[src/shared/cache_cmd_pkg.sv]
package cache_cmd_pkg;
    localparam int AXI_ADDR_W = 8;
    localparam int ADDR_W     = 30;
    localparam int CNT_W      = 16;
    localparam int LEN_W      = 9;

    // PCI bus command codes driven during the address phase
    typedef enum logic [3:0] {
        CMD_MEM_READ         = 4'h6,
        CMD_MEM_WRITE        = 4'h7,
        CMD_READ_MULTIPLE    = 4'hC,
        CMD_READ_LINE        = 4'hE,
        CMD_WRITE_INVALIDATE = 4'hF
    } pci_cmd_t;

    typedef enum logic [1:0] {
        ST_IDLE    = 2'h0,
        ST_ISSUE   = 2'h1,
        ST_XFER    = 2'h2,
        ST_RELEASE = 2'h3
    } seq_state_t;

    localparam logic [AXI_ADDR_W-1:0] OFS_TEST_CONTROL_THREE = 8'h00;
    localparam logic [AXI_ADDR_W-1:0] OFS_DMA_MODE           = 8'h04;
    localparam logic [AXI_ADDR_W-1:0] OFS_TEST_CONTROL_FIVE  = 8'h08;
    localparam logic [AXI_ADDR_W-1:0] OFS_PCI_COMMAND        = 8'h0C;
    localparam logic [AXI_ADDR_W-1:0] OFS_CACHE_LINE_SIZE    = 8'h10;
    localparam logic [AXI_ADDR_W-1:0] OFS_CACHE_CONTROL      = 8'h14;
    localparam logic [AXI_ADDR_W-1:0] OFS_STATUS             = 8'h18;

    localparam int BIT_WRITE_INVALIDATE_ENABLE = 0;
    localparam int BIT_READ_MULTIPLE_ENABLE    = 2;
    localparam int BIT_READ_LINE_ENABLE        = 3;
    localparam int BURST_CODE_LO               = 6;
    localparam int BIT_BURST_EXTEND            = 2;
    localparam int BIT_MWI_MODE                = 4;
    localparam int BIT_CACHE_MODE_ENABLE       = 0;
    localparam int STAT_CMD_LO                 = 0;
    localparam int STAT_LEN_LO                 = 4;
    localparam int STAT_BUSY                   = 13;
    localparam int STAT_LINE_LO                = 16;

    localparam logic [LEN_W-1:0] BURST_BASE = 9'h002;
    localparam logic [1:0]       RESP_OKAY   = 2'h0;
    localparam logic [1:0]       RESP_SLVERR = 2'h2;

    typedef struct packed {
        logic [ADDR_W-1:0] addr;
        logic [CNT_W-1:0]  dwords;
        logic              is_write;
        logic              is_fetch;
    } xfer_req_t;

    typedef struct packed {
        logic beat;
        logic retry;
        logic disconnect;
        logic latency_expired;
    } bus_event_t;

    typedef struct packed {
        pci_cmd_t         cmd;
        logic [LEN_W-1:0] len;
    } burst_t;
endpackage

[src/verilog/pci_cache_command_selector.sv]
// Behaviour
// - write-invalidate needs cache, write-invalidate, command-bit enables
// - write-invalidate needs legal line within burst size
// - write-invalidate needs a full line buffered
// - all conditions plus alignment select write-invalidate
// - burst is largest line multiple within cap
// - recompute burst length after every burst
// - latency expiry waits for line boundary in write-invalidate only
// - retry releases, rerequests, reuses write-invalidate
// - disconnect releases; write-invalidate again only aligned
// - cache off: read line for non-fetch reads when read line enabled
// - cache on: read line under full conditions
// - read multiple needs legal aligned two lines
// - read multiple length largest line multiple
// - read multiple wins over read line
// - read multiple works without read line
// - burst equal line gives single lines
// - never originate unsupported PCI commands
// - line size is min(pow2 floor, burst)
//
// Added by the designer: the address map and the AXI4-Lite register port.
`timescale 1ns/1ns
module pci_cache_command_selector
    import cache_cmd_pkg::*;
(
    input  wire logic                  aclk,
    input  wire logic                  aresetn,
    input  wire logic [AXI_ADDR_W-1:0] awaddr,
    input  wire logic                  awvalid,
    output logic                       awready,
    input  wire logic [31:0]           wdata,
    input  wire logic [3:0]            wstrb,
    input  wire logic                  wvalid,
    output logic                       wready,
    output logic [1:0]                 bresp,
    output logic                       bvalid,
    input  wire logic                  bready,
    input  wire logic [AXI_ADDR_W-1:0] araddr,
    input  wire logic                  arvalid,
    output logic                       arready,
    output logic [31:0]                rdata,
    output logic [1:0]                 rresp,
    output logic                       rvalid,
    input  wire logic                  rready,
    input  wire logic                  req_valid,
    input  wire xfer_req_t             req,
    output logic                       req_ready,
    input  wire logic [LEN_W-1:0]      fifo_dwords,
    input  wire bus_event_t            bus_ev,
    output logic                       bus_req,
    output logic                       burst_valid,
    output burst_t                     burst,
    output logic                       bus_release,
    output logic                       xfer_done
);
    if (CNT_W < LEN_W + 1) begin : g_width_check
        $error("CNT_W too narrow for the largest burst");
    end

    function automatic logic [LEN_W-1:0] pow2_floor(input logic [7:0] v);
        logic [LEN_W-1:0] r;
        r = '0;
        for (int i = 1; i < 8; i++) begin
            if (v[i]) begin
                r = BURST_BASE << (i - 1);
            end
        end
        return r;
    endfunction

    function automatic logic [LEN_W-1:0] min_len(input logic [LEN_W-1:0] a, input logic [LEN_W-1:0] b);
        return (a < b) ? a : b;
    endfunction

    // Register file
    logic                  wie_q, next_wie;
    logic [7:0]            dma_mode_register_q, next_dma_mode_register;
    logic [7:0]            tc5_q, next_tc5;
    logic [7:0]            pcicmd_q, next_pcicmd;
    logic [7:0]            cls_q, next_cls;
    logic                  cache_en_q, next_cache_en;
    logic                  aw_got, next_aw_got;
    logic                  w_got, next_w_got;
    logic [AXI_ADDR_W-1:0] waddr_q, next_waddr;
    logic [31:0]           wdata_q, next_wdata;
    logic [3:0]            wstrb_q, next_wstrb;
    logic                  next_awready, next_wready, next_bvalid, next_arready, next_rvalid;
    logic [1:0]            next_bresp, next_rresp;
    logic [31:0]           next_rdata;

    // Sequencer
    seq_state_t        state, next_state;
    logic [ADDR_W-1:0] addr_q, next_addr;
    logic [CNT_W-1:0]  rem_q, next_rem;
    logic [LEN_W-1:0]  cnt_q, next_cnt;
    logic              is_write_q, next_is_write;
    logic              is_fetch_q, next_is_fetch;
    logic              force_mwi, next_force;
    logic              lat_pend, next_lat;
    logic              rel_latency, next_rel_latency;
    logic              rel_retry, next_rel_retry;
    logic              next_bus_req, next_burst_valid, next_release, next_done, next_req_ready;
    burst_t            next_burst, sel;

    // Cache line and burst size evaluation
    logic [LEN_W-1:0] burst_dw, floor_dw, eff, mask, cap, multiple;
    logic             legal, aligned, mwi_ok, mrm_ok, mrl_ok;

    always_comb begin
        burst_dw = BURST_BASE << {tc5_q[BIT_BURST_EXTEND], dma_mode_register_q[BURST_CODE_LO +: 2]};
        floor_dw = pow2_floor(cls_q);
        legal    = ({1'b0, cls_q} == floor_dw) && (floor_dw != '0) && (floor_dw <= burst_dw);
        eff      = (floor_dw == '0) ? '0 : min_len(floor_dw, burst_dw);
        mask     = eff - 9'h001;
        aligned  = (eff != '0) && ((addr_q[LEN_W-1:0] & mask) == '0);
        cap      = (rem_q >= CNT_W'(burst_dw)) ? burst_dw : rem_q[LEN_W-1:0];
        multiple = cap & ~mask;
        mwi_ok   = cache_en_q && wie_q && pcicmd_q[BIT_MWI_MODE]
                   && legal && (fifo_dwords >= eff) && (rem_q >= CNT_W'(eff))
                   && (aligned || force_mwi);
        mrm_ok   = cache_en_q && dma_mode_register_q[BIT_READ_MULTIPLE_ENABLE] && legal && aligned
                   && (rem_q >= CNT_W'({eff, 1'b0}));
        mrl_ok   = cache_en_q && dma_mode_register_q[BIT_READ_LINE_ENABLE] && legal && aligned
                   && (rem_q >= CNT_W'(burst_dw));
        sel.cmd  = CMD_MEM_READ;
        sel.len  = cap;
        if (is_write_q) begin
            if (mwi_ok) begin
                sel.cmd = CMD_WRITE_INVALIDATE;
                sel.len = multiple;
            end else begin
                sel.cmd = CMD_MEM_WRITE;
                if (cache_en_q) begin
                    sel.len = (aligned && cap >= eff) ? eff : 9'h001;
                end
            end
        end else if (!is_fetch_q) begin
            if (!cache_en_q) begin
                sel.cmd = dma_mode_register_q[BIT_READ_LINE_ENABLE] ? CMD_READ_LINE : CMD_MEM_READ;
            end else if (mrm_ok) begin
                sel.cmd = CMD_READ_MULTIPLE;
                sel.len = multiple;
            end else if (mrl_ok) begin
                sel.cmd = CMD_READ_LINE;
                sel.len = eff;
            end else begin
                sel.len = (aligned && cap >= eff) ? eff : 9'h001;
            end
        end
    end

    logic [ADDR_W-1:0] step_addr;
    logic [CNT_W-1:0]  step_rem;
    logic [LEN_W-1:0]  step_cnt;
    logic              boundary, lat_now, is_mwi;

    always_comb begin
        next_state       = state;
        next_addr        = addr_q;
        next_rem         = rem_q;
        next_cnt         = cnt_q;
        next_is_write    = is_write_q;
        next_is_fetch    = is_fetch_q;
        next_force       = force_mwi;
        next_lat         = lat_pend;
        next_rel_latency = rel_latency;
        next_rel_retry   = rel_retry;
        next_bus_req     = bus_req;
        next_burst_valid = 1'b0;
        next_burst       = burst;
        next_release     = 1'b0;
        next_done        = 1'b0;
        step_addr        = addr_q + ADDR_W'(bus_ev.beat);
        step_rem         = rem_q - CNT_W'(bus_ev.beat);
        step_cnt         = cnt_q - LEN_W'(bus_ev.beat);
        boundary         = (step_addr[LEN_W-1:0] & mask) == '0;
        lat_now          = lat_pend || bus_ev.latency_expired;
        is_mwi           = burst.cmd == CMD_WRITE_INVALIDATE;
        case (state)
            ST_IDLE: begin
                if (req_valid && req_ready) begin
                    next_addr     = req.addr;
                    next_rem      = req.dwords;
                    next_is_write = req.is_write;
                    next_is_fetch = req.is_fetch;
                    next_force    = 1'b0;
                    if (req.dwords == '0) begin
                        next_done = 1'b1;
                    end else begin
                        next_state   = ST_ISSUE;
                        next_bus_req = 1'b1;
                    end
                end
            end
            ST_ISSUE: begin
                next_burst_valid = 1'b1;
                next_burst       = sel;
                next_cnt         = sel.len;
                next_force       = 1'b0;
                next_lat         = 1'b0;
                next_rel_latency = 1'b0;
                next_rel_retry   = 1'b0;
                next_state       = ST_XFER;
            end
            ST_XFER: begin
                next_addr = step_addr;
                next_rem  = step_rem;
                next_cnt  = step_cnt;
                next_lat  = lat_now;
                if (bus_ev.retry || bus_ev.disconnect || (lat_now && (!is_mwi || boundary))
                    || step_cnt == '0) begin
                    if (step_rem == '0) begin
                        next_state   = ST_IDLE;
                        next_bus_req = 1'b0;
                        next_done    = 1'b1;
                    end else if (!bus_ev.retry && !bus_ev.disconnect && !lat_now) begin
                        next_state = ST_ISSUE;
                    end else begin
                        next_state       = ST_RELEASE;
                        next_release     = 1'b1;
                        next_bus_req     = 1'b0;
                        next_force       = bus_ev.retry && is_mwi;
                        next_rel_retry   = bus_ev.retry;
                        next_rel_latency = !bus_ev.retry && !bus_ev.disconnect;
                    end
                end
            end
            ST_RELEASE: begin
                next_state   = ST_ISSUE;
                next_bus_req = 1'b1;
            end
            default: begin
                next_state   = ST_IDLE;
                next_bus_req = 1'b0;
            end
        endcase
        next_req_ready = next_state == ST_IDLE;
    end

    // AXI4-Lite slave; address and data may arrive in either order
    always_comb begin
        next_wie      = wie_q;
        next_dma_mode_register    = dma_mode_register_q;
        next_tc5      = tc5_q;
        next_pcicmd   = pcicmd_q;
        next_cls      = cls_q;
        next_cache_en = cache_en_q;
        next_aw_got   = aw_got || (awvalid && awready);
        next_w_got    = w_got || (wvalid && wready);
        next_waddr    = (awvalid && awready) ? awaddr : waddr_q;
        next_wdata    = (wvalid && wready) ? wdata : wdata_q;
        next_wstrb    = (wvalid && wready) ? wstrb : wstrb_q;
        next_bvalid   = bvalid && !bready;
        next_bresp    = bresp;
        next_rvalid   = rvalid && !rready;
        next_rdata    = rdata;
        next_rresp    = rresp;
        if (next_aw_got && next_w_got && !next_bvalid) begin
            next_aw_got = 1'b0;
            next_w_got  = 1'b0;
            next_bvalid = 1'b1;
            next_bresp  = RESP_OKAY;
            case (next_waddr)
                OFS_TEST_CONTROL_THREE: if (next_wstrb[0]) next_wie = next_wdata[BIT_WRITE_INVALIDATE_ENABLE];
                OFS_DMA_MODE:           if (next_wstrb[0]) next_dma_mode_register = next_wdata[7:0];
                OFS_TEST_CONTROL_FIVE:  if (next_wstrb[0]) next_tc5 = next_wdata[7:0];
                OFS_PCI_COMMAND:        if (next_wstrb[0]) next_pcicmd = next_wdata[7:0];
                OFS_CACHE_LINE_SIZE:    if (next_wstrb[0]) next_cls = next_wdata[7:0];
                OFS_CACHE_CONTROL:      if (next_wstrb[0]) next_cache_en = next_wdata[BIT_CACHE_MODE_ENABLE];
                OFS_STATUS:             next_bresp = RESP_OKAY;
                default:                next_bresp = RESP_SLVERR;
            endcase
        end
        if (arvalid && arready) begin
            next_rvalid = 1'b1;
            next_rresp  = RESP_OKAY;
            next_rdata  = '0;
            case (araddr)
                OFS_TEST_CONTROL_THREE: next_rdata[BIT_WRITE_INVALIDATE_ENABLE] = wie_q;
                OFS_DMA_MODE:           next_rdata[7:0] = dma_mode_register_q;
                OFS_TEST_CONTROL_FIVE:  next_rdata[7:0] = tc5_q;
                OFS_PCI_COMMAND:        next_rdata[7:0] = pcicmd_q;
                OFS_CACHE_LINE_SIZE:    next_rdata[7:0] = cls_q;
                OFS_CACHE_CONTROL:      next_rdata[BIT_CACHE_MODE_ENABLE] = cache_en_q;
                OFS_STATUS: begin
                    next_rdata[STAT_CMD_LO +: 4]     = burst.cmd;
                    next_rdata[STAT_LEN_LO +: LEN_W] = burst.len;
                    next_rdata[STAT_BUSY]            = state != ST_IDLE;
                    next_rdata[STAT_LINE_LO +: LEN_W] = eff;
                end
                default:                next_rresp = RESP_SLVERR;
            endcase
        end
        next_awready = !next_aw_got && !next_bvalid;
        next_wready  = !next_w_got && !next_bvalid;
        next_arready = !next_rvalid;
    end

    always_ff @(posedge aclk) begin
        if (!aresetn) begin
            wie_q <= 1'b0; dma_mode_register_q <= 8'h00; tc5_q <= 8'h00; pcicmd_q <= 8'h00;
            cls_q <= 8'h00; cache_en_q <= 1'b0; aw_got <= 1'b0; w_got <= 1'b0;
            waddr_q <= '0; wdata_q <= 32'h00000000; wstrb_q <= 4'h0;
            awready <= 1'b0; wready <= 1'b0; bvalid <= 1'b0; bresp <= RESP_OKAY;
            arready <= 1'b0; rvalid <= 1'b0; rdata <= 32'h00000000; rresp <= RESP_OKAY;
            state <= ST_IDLE; addr_q <= '0; rem_q <= '0; cnt_q <= '0;
            is_write_q <= 1'b0; is_fetch_q <= 1'b0; force_mwi <= 1'b0; lat_pend <= 1'b0;
            rel_latency <= 1'b0; rel_retry <= 1'b0; bus_req <= 1'b0; burst_valid <= 1'b0;
            burst <= '{cmd: CMD_MEM_READ, len: '0}; bus_release <= 1'b0; xfer_done <= 1'b0;
            req_ready <= 1'b0;
        end else begin
            wie_q <= next_wie; dma_mode_register_q <= next_dma_mode_register; tc5_q <= next_tc5; pcicmd_q <= next_pcicmd;
            cls_q <= next_cls; cache_en_q <= next_cache_en; aw_got <= next_aw_got; w_got <= next_w_got;
            waddr_q <= next_waddr; wdata_q <= next_wdata; wstrb_q <= next_wstrb;
            awready <= next_awready; wready <= next_wready; bvalid <= next_bvalid; bresp <= next_bresp;
            arready <= next_arready; rvalid <= next_rvalid; rdata <= next_rdata; rresp <= next_rresp;
            state <= next_state; addr_q <= next_addr; rem_q <= next_rem; cnt_q <= next_cnt;
            is_write_q <= next_is_write; is_fetch_q <= next_is_fetch; force_mwi <= next_force;
            lat_pend <= next_lat; rel_latency <= next_rel_latency; rel_retry <= next_rel_retry;
            bus_req <= next_bus_req; burst_valid <= next_burst_valid; burst <= next_burst;
            bus_release <= next_release; xfer_done <= next_done; req_ready <= next_req_ready;
        end
    end
endmodule

[config.mk]
export PLATFORM = sky130hd
export DESIGN_NAME = pci_cache_command_selector
export DESIGN_NICKNAME = d
export VERILOG_FILES = /design/src/shared/cache_cmd_pkg.sv /design/src/verilog/pci_cache_command_selector.sv
export SDC_FILE = /design/constraint.sdc
export NUM_CORES = 1
export LEC_CHECK = 0
export BUFFER_PORTS_ARGS = -buffer_cell sky130_fd_sc_hd__buf_2
export CORE_UTILIZATION = 35
export DETAILED_ROUTE_END_ITERATION = 10
export PLACE_DENSITY_LB_ADDON = 0.05
export SYNTH_ARGS = -nofsm -noshare
export SYNTH_HDL_FRONTEND = slang
export SYNTH_SLANG_ARGS = --single-unit
[constraint.sdc]
create_clock -name aclk -period 12.6 [get_ports aclk]
set_input_delay 0.63 -clock aclk [delete_from_list [all_inputs] [get_ports aclk]]
set_output_delay 0.63 -clock aclk [all_outputs]
set_load 0.01 [all_outputs]
==> results of run 1 <==
-- cell usage after synthesis, drive strengths merged (16+ instances only) --
| cell type | n |
|---|---|
| clkbuf | 59 |
| nor3 | 40 |
| nor2 | 151 |
| a21oi | 114 |
| nand3 | 36 |
| nor2b | 17 |
| o21ai | 70 |
| a211oi | 42 |
| ha | 59 |
| buf | 21 |
| inv | 44 |
| dfxtp | 139 |
| mux2i | 32 |
| nand2 | 88 |
| nor4 | 16 |
-- worst max-delay path: stages, from the launching register on --
cell	delay, ns
dfxtp_1	0.51
nor4_1	0.56
nand2_1	0.24
inv_1	0.17
ha_1	0.18
o21ai_0	0.09
a21oi_1	0.29
a21o_1	0.33
mux2_2	0.37
and2_1	0.20
inv_1	0.26
ha_1	0.55
inv_1	0.28
a21oi_1	0.21
mux2i_1	0.16
a22oi_1	0.21
nand4_1	0.66
nor3_2	0.81
nand3_1	0.33
a311oi_2	0.32
-- where the power goes --
group	leakage (nW)	total [W]	switching [W]	internal (W)
clock network	0.293	0.000525	0.000236	0.000289
registers	1.13	0.000553	0.0000604	0.000492
logic	2.72	0.000701	0.000431	0.000270
-- cell type report --
class / instances / area [um^2] / share of cell area [%]
tap: 330 / 412.9 / 3.971
clock inverter: 14 / 168.9 / 1.625
timing repair buffer: 129 / 675.6 / 6.498
multi-input combinational: 915 / 5752 / 55.32
clock buffer: 18 / 439.2 / 4.224
sequential: 139 / 2783 / 26.76
inverter: 44 / 166.4 / 1.600
-- per-stage QoR --
stage	setup WS, ns	cell area, um^2
2_1_floorplan	7.262	9066
3_3_place_gp	5.930	9789
3_5_place_dp	5.927	9789
4_1_cts	5.887	10400
5_1_grt	5.299	10400
6_report	5.765	10400
-- worst max path at each step --
stage / from / end / slack (ns) / depth (start not counted)
2_1_floorplan: cls_q[5]$_SDFFE_PN0P_ / cnt_q[4]$_SDFFE_PN0P_ / 7.26 / 22
3_3_place_gp: cls_q[7]$_SDFFE_PN0P_ / cnt_q[4]$_SDFFE_PN0P_ / 5.93 / 19
3_5_place_dp: cls_q[7]$_SDFFE_PN0P_ / cnt_q[4]$_SDFFE_PN0P_ / 5.93 / 19
4_1_cts: cls_q[7]$_SDFFE_PN0P_ / cnt_q[4]$_SDFFE_PN0P_ / 5.89 / 19
5_1_grt: cls_q[7]$_SDFFE_PN0P_ / cnt_q[3]$_SDFFE_PN0P_ / 5.30 / 20
6_report: cls_q[7]$_SDFFE_PN0P_ / cnt_q[4]$_SDFFE_PN0P_ / 5.76 / 19
-- state kept, by name (all words and copies together), names as in the netlist, 9 cells and up --
signal and count:
cnt_q 9, burst 12, rem_q 16, rdata 22
addr_q 9
-- per-layer routing --
| layer | wire, um | share of wire, % |
|---|---|---|
| met5 | 0 | 0 |
| met4 | 457 | 1.6 |
| met3 | 1259 | 4.3 |
| met2 | 13450 | 46 |
| met1 | 14000 | 48 |
-- logic make-up after synthesis --
family / count (synthesis)
simple gates: 437
compound gates: 346
flops: 139
buf+inv: 124
fa+ha+maj: 59
mux: 42
xor+xnor: 14
other cells: 2
==> results.txt, run 1 <==
----------------------------------------------------
[Outcome]
  Outcome ... finished, final reports clean

[Critical path]
  Data required time of the worst path ... roughly 13 ns
  Startpoint-to-endpoint class of the critical path ... reg2reg
  Register-to-Register Path Depth ... 19
  Arrival @ worst endpoint ... ~7 ns
  Worst reg2reg path endpoint ... cnt_q[4]$_SDFFE_PN0P_
  Kind of launch point of the worst setup path ... flip-flop
  Worst Setup End Kind ... flip-flop
  Highest fanout seen on the critical path ... 16
  Register-to-register setup slack ... 5.76 ns
  R2R Path Start ... cls_q[7]$_SDFFE_PN0P_

[Synthesis]
  Post-synthesis sequential element count ... approximately 140
  Number of synthesis warnings ... 0
  Predominant post-synthesis flop cell ... dfxtp_1
  Multiplexer share of the synthesized area ... around 4.9%
  Combinational family with the most area after synthesis ... compound AO/OA/AOI/OAI gates
  Synth Cell Area ... between 9000 and 10000 um^2
  Top cells by area, synth ... dfxtp_1 (31%), ha_1 (8.2%), a21oi_1 (6.3%)
  Number of library cell types mapped by synthesis ... just over 80
  Share of the synthesized area in the top cell type ... between 30% and 40%
  Share of synthesized area occupied by flip-flops and latches ... between 30% and 40%
  EDFF count, synth ... 0
  Share of synthesized cell area in and, or, nand and nor gates ... 23.72%
  Xor and xnor area share after synthesis ... 1.361%
  Synth async-reset ratio ... 0%
  Arithmetic-cell share of the synthesized area counting full adders, half adders and majority gates ... 8.193%
  Complex-gate fraction of the synthesized area ... between 20% and 30%
  Mean post-synth cell area ... just under 8 um^2
  Post-synth top area cell ... dfxtp_1
  Cells after synthesis ... between 1000 and 1500

[GRT]
  Residual overflow from global routing ... 0
  Global Route met3 Usage ... under 10%
  Largest net degree at the start of global routing ... 68
  First-pass GRT wire length ... around 46000 um
  Global routing met1 resource utilization ... a little under a third
  Antenna violations before repair ... 0
  Via count of the first global-routing pass ... 8208
  GRT Max-Usage Layer ... met2
  Global Route Usage Sum ... approximately 23%
  Met2 usage ... a little under two fifths

[Route]
  Number of vias per cell ... between 5 and 6
  First-pass iteration count of the detailed router ... 5
  Post-DRT Antenna Nets ... 0
  Post-DR wirelength/cell ... roughly 18 um
  Number of violations reported at the end of detailed-routing iteration 0 ... 508
  Number of DRC violations after detailed routing ... 0
  Count of vias placed by the detailed router ... between 8000 and 9000
  Post-Route WL ... 29170 um

[Min path]
  Classification of the worst-slack hold path ... in2reg
  Hold path startpoint ... awaddr[0]
  Number of instances on the worst hold path ... 3
  Capture endpoint of the worst hold path ... waddr_q[0]$_SDFF_PN0_

[STA]
  Max Clock Skew ... 0.01414 ns
  Period Utilization, post-route ... roughly 54%
  Max-slew violation count ... 0
  Slew Limit Headroom ... approximately a quarter
  Number of setup violations in the final report ... 0
  Unrepaired setup endpoints after global routing ... false
  Setup tns final ... 0 ns
  Worst-Margin Slew ... 1.095 ns
  Hold violation total from the final report ... 0
  Final critical-path required period ... 6.835 ns
  Hold slack final ... approximately 0.43 ns
  Highest Clock Rate ... between 100 and 150 MHz

[Pwr]
  Pwr Density ... approximately 170 nW/um^2
  Static Leak ... approximately 4.1 nW
  Worst IR drop on VDD ... slightly above 0.1 mV
  Design Power ... 0.001779 W

[Clock tree]
  Count of instances resized after the clock tree is built ... 0
  H-tree levels ... 4
  Clock root buffer ... clkbuf_16
  TritonCTS clock tree ... built
  Clk buf depth ... 2
  Clock buffers created by TritonCTS ... 17
  Buffers inserted during post-CTS setup optimization ... 0
  Hold Buf Count CTS ... 0
  Number of clock sinks seen by CTS ... about 140
  Clock slew at the register clock pins of the worst setup and hold paths ... around 0.07 ns
  Worst skew pair latency ... 0.44 ns

[Cells and area]
  Area growth syn-to-layout ... 15.40%
  Final core utilization ... 41.29%
  Commonest non-fill, non-tap cell in the layout ... nor2_1
  Fraction of layout cells with a size suffix above 1 ... between 10% and 20%
  Nets ... approximately 1400
  Number of non-filler instances in the completed layout ... 1589
  Number of inserted diodes ... 0
  Commonest cells after routing, fill and taps aside ... nor2_1 (151), dfxtp_1 (139), buf_2 (117)
  Number of fill cells in the layout ... approximately 2700

[Floorplanning]
  Number of top-level design ports ... 180
  Chip Width ... roughly 160 um
  Num rows ... 58
  Floorplan Core Area ... 25180 um^2
  Initial cell density of the core ... between 30% and 40%
  Floorplan die height ... ~160 um
  Die area ... about 26000 um^2

[Placement]
  Last weighted congestion value of the routability-driven placer ... 0.8777
  Placed cell count ... around 1600
  Final HPWL DP ... between 20000 and 25000 um
  Number of port buffers ... around 120

[Flow run]
  Max-cap check violation count ... 0

----------------------------------------------------
Power figures use the tool's default switching activity.
==> inputs of run 2 (changes only) <==
clock period = 5.95 ns   (was 12.6 ns; I/O delays follow)
==> results.txt, run 2 (synthesis gave the netlist of run 1 again) <==
----------------------------------------------------
[Clock tree]
  Clock slew at the register clock pins of the worst setup and hold paths ... ~0.070 ns
  H-tree levels ... 4
  Clock buffers created by TritonCTS ... 17
  Number of clock sinks seen by CTS ... ~140
  TritonCTS clock tree ... built
  Worst skew pair latency ... around 0.43 ns
  Buffers inserted during post-CTS setup optimization ... 0
  Clock root buffer ... clkbuf_16
  Clk buf depth ... 2

[Cells and area]
  Fraction of layout cells with a size suffix above 1 ... roughly 18%
  Number of non-filler instances in the completed layout ... 1612
  Largest registers ... rdata (22), rem_q (16), burst (12)
  Largest reg by FF count ... rdata
  Number of inserted diodes ... 0
  Number of fill cells in the layout ... approximately 2600
  Largest register FFs ... 22
  Commonest non-fill, non-tap cell in the layout ... nor2_1
  Commonest cells after routing, fill and taps aside ... nor2_1 (151), dfxtp_1 (139), buf_2 (117)
  Nets ... 1449
  Area growth syn-to-layout ... 17.69%

[Route]
  First-pass iteration count of the detailed router ... 5
  Post-DR wirelength/cell ... around 18 um
  Post-DRT Antenna Nets ... 0
  Count of vias placed by the detailed router ... about 8700
  Post-Route WL ... slightly below 30000 um
  Number of violations reported at the end of detailed-routing iteration 0 ... 537
  Number of DRC violations after detailed routing ... 0
  Number of vias per cell ... roughly 5.4

[Critical path]
  R2R Path Start ... cls_q[4]$_SDFFE_PN0P_
  Critical Path, Cell by Cell ... or4_4 > nor4_1 > ha_1 > o21ai_0 > a21oi_1 > a21o_1 > mux2_2 > and2_1 > inv_1 > ha_1 > o21ai_0 > a31oi_1 > o31ai_1 > nor4b_1 > buf_4 > or4_1 > a32oi_2 > nor3_2 > buf_4 > a2111oi_4 > a2bb2oi_2 > a21oi_1
  Kind of launch point of the worst setup path ... flip-flop
  Critical Path Max Stage Delay ... 0.63 ns
  Worst reg2reg path endpoint ... burst[5]$_SDFFE_PN0P_
  Startpoint-to-endpoint class of the critical path ... reg2reg
  Cell with the largest stage delay on the worst path ... or4_4
  Register-to-Register Path Depth ... 22
  Register-to-register setup slack ... 0.31 ns
  Data required time of the worst path ... a little over 6 ns
  Worst Setup End Kind ... flip-flop
  Arrival @ worst endpoint ... slightly below 6 ns
  Highest fanout seen on the critical path ... 8

[Pwr]
  Pwr Density ... 362.4 nW/um^2
  Seq pwr share ... between 30% and 40%
  Power share of the clock group ... between 20 and 30%
  Static Leak ... roughly 4.3 nW
  Internal ... roughly 0.0023 W
  Worst IR drop on VDD ... ~0.18 mV
  Net Switching ... approximately 0.0016 W
  Fraction of power consumed by combinational cells ... between 30% and 40%
  Switching share of total power ... 40.78%
  Design Power ... just under 0.004 W

[GRT]
  Via count of the first global-routing pass ... around 8200
  Global Route Usage Sum ... between 20% and 30%
  Largest net degree at the start of global routing ... 61
  Residual overflow from global routing ... 0
  First-pass GRT wire length ... between 40000 and 50000 um
  Antenna violations before repair ... 0

[Floorplanning]
  Num rows ... 58
  Floorplan Core Area ... between 20000 and 30000 um^2
  Chip Width ... 162.4 um
  Floorplan die height ... between 150 and 200 um
  Initial cell density of the core ... roughly 36%
  Number of top-level design ports ... 180
  Die area ... ~26000 um^2

[STA]
  Max Clock Skew ... ~0.013 ns
  Hold violation total from the final report ... 0
  Final WS setup ... 0.3117 ns
  Highest Clock Rate ... 177.4 MHz
  Max-slew violation count ... 0
  Worst-Margin Slew ... about 1.1 ns
  Hold slack final ... roughly 0.11 ns
  Period Utilization, post-route ... a little over nine tenths
  Number of setup violations in the final report ... 0
  Slew Limit Headroom ... between 20 and 30%
  Setup tns final ... 0 ns
  Final critical-path required period ... ~5.6 ns

[Outcome]
  Outcome ... finished, final reports clean

[Placement]
  Setup slack after placement ... between 0.3 and 0.4 ns
  Final HPWL DP ... approximately 22000 um
  Placed cell count ... around 1600
  Last weighted congestion value of the routability-driven placer ... 0.8850
  Number of port buffers ... roughly 120

[Min path]
  Number of instances on the worst hold path ... 3
  Capture endpoint of the worst hold path ... is_fetch_q$_SDFFE_PN0P_
  Hold path startpoint ... req[0]
  Classification of the worst-slack hold path ... in2reg

[Flow run]
  Max-cap check violation count ... 0

----------------------------------------------------
-- run 2: critical path: cells and delay by family (launching register included) --
family	cells	cell delay [ns]
AND/OR/NAND/NOR	6	1.85
adder cells (fa/ha/maj)	2	0.56
AO/OA/AOI/OAI	10	2.01
flip-flops	1	0.39
buffers and inverters	3	0.41
multiplexers	1	0.26
-- run 2: final cells by class --
cell class                 instances  area [um^2]  area share [%]
multi-input combinational        915         5771           54.42
sequential                       139         2783           26.24
timing repair buffer             152        848.3           8.000
clock buffer                      17        425.4           4.012
tap                              330        412.9           3.894
clock inverter                    15        197.7           1.864
inverter                          44        166.4           1.569
-- run 2: worst max-delay path by stage --
stage,slack [ns],depth (start not counted),start,endpoint
floorplan,0.61,22,cls_q[5]$_SDFFE_PN0P_,cnt_q[4]$_SDFFE_PN0P_
global placement,0.35,22,cls_q[4]$_SDFFE_PN0P_,cnt_q[5]$_SDFFE_PN0P_
detailed placement,0.37,22,cls_q[4]$_SDFFE_PN0P_,cnt_q[5]$_SDFFE_PN0P_
CTS,0.32,22,cls_q[4]$_SDFFE_PN0P_,cnt_q[5]$_SDFFE_PN0P_
global route,-0.001,22,tc5_q[2]$_SDFFE_PN0P_,burst[3]$_SDFFE_PN0P_
finish,0.31,22,cls_q[4]$_SDFFE_PN0P_,burst[5]$_SDFFE_PN0P_
-- run 2: timing repair --
item	in CTS	in global routing
setup endpoints to repair	0	7
hold buffers	0	0
resized for setup	0	4
hold endpoints to repair	0	0
-- run 2: power groups by stage --
stage          Clock (W)  Combinational [W]  Sequential, W
2_1_floorplan          0            0.00111        0.00116
5_1_grt          0.00120            0.00173        0.00119
4_1_cts          0.00117            0.00153        0.00117
6_report         0.00114            0.00153        0.00117
3_3_place_gp           0            0.00152        0.00119
3_5_place_dp           0            0.00152        0.00119
-- run 2: per-layer routing --
metal  global-route usage (%)  part of all wire, %  up-vias
li1                         -                    -     4425
met1                    31.08                   49     4071
met2                    37.06                   45      214
met3                    3.285                  4.0       31
met4                    7.033                  1.9        0
met5                        0                    0        -
-- run 2: metrics by stage --
stage                     cell area, um^2  util, %
after floorplan                      9066        -
after global placement               9962    39.56
after detailed placement             9962    39.56
after CTS                           10590    42.04
after global routing                10600    42.11
final                               10600    42.11
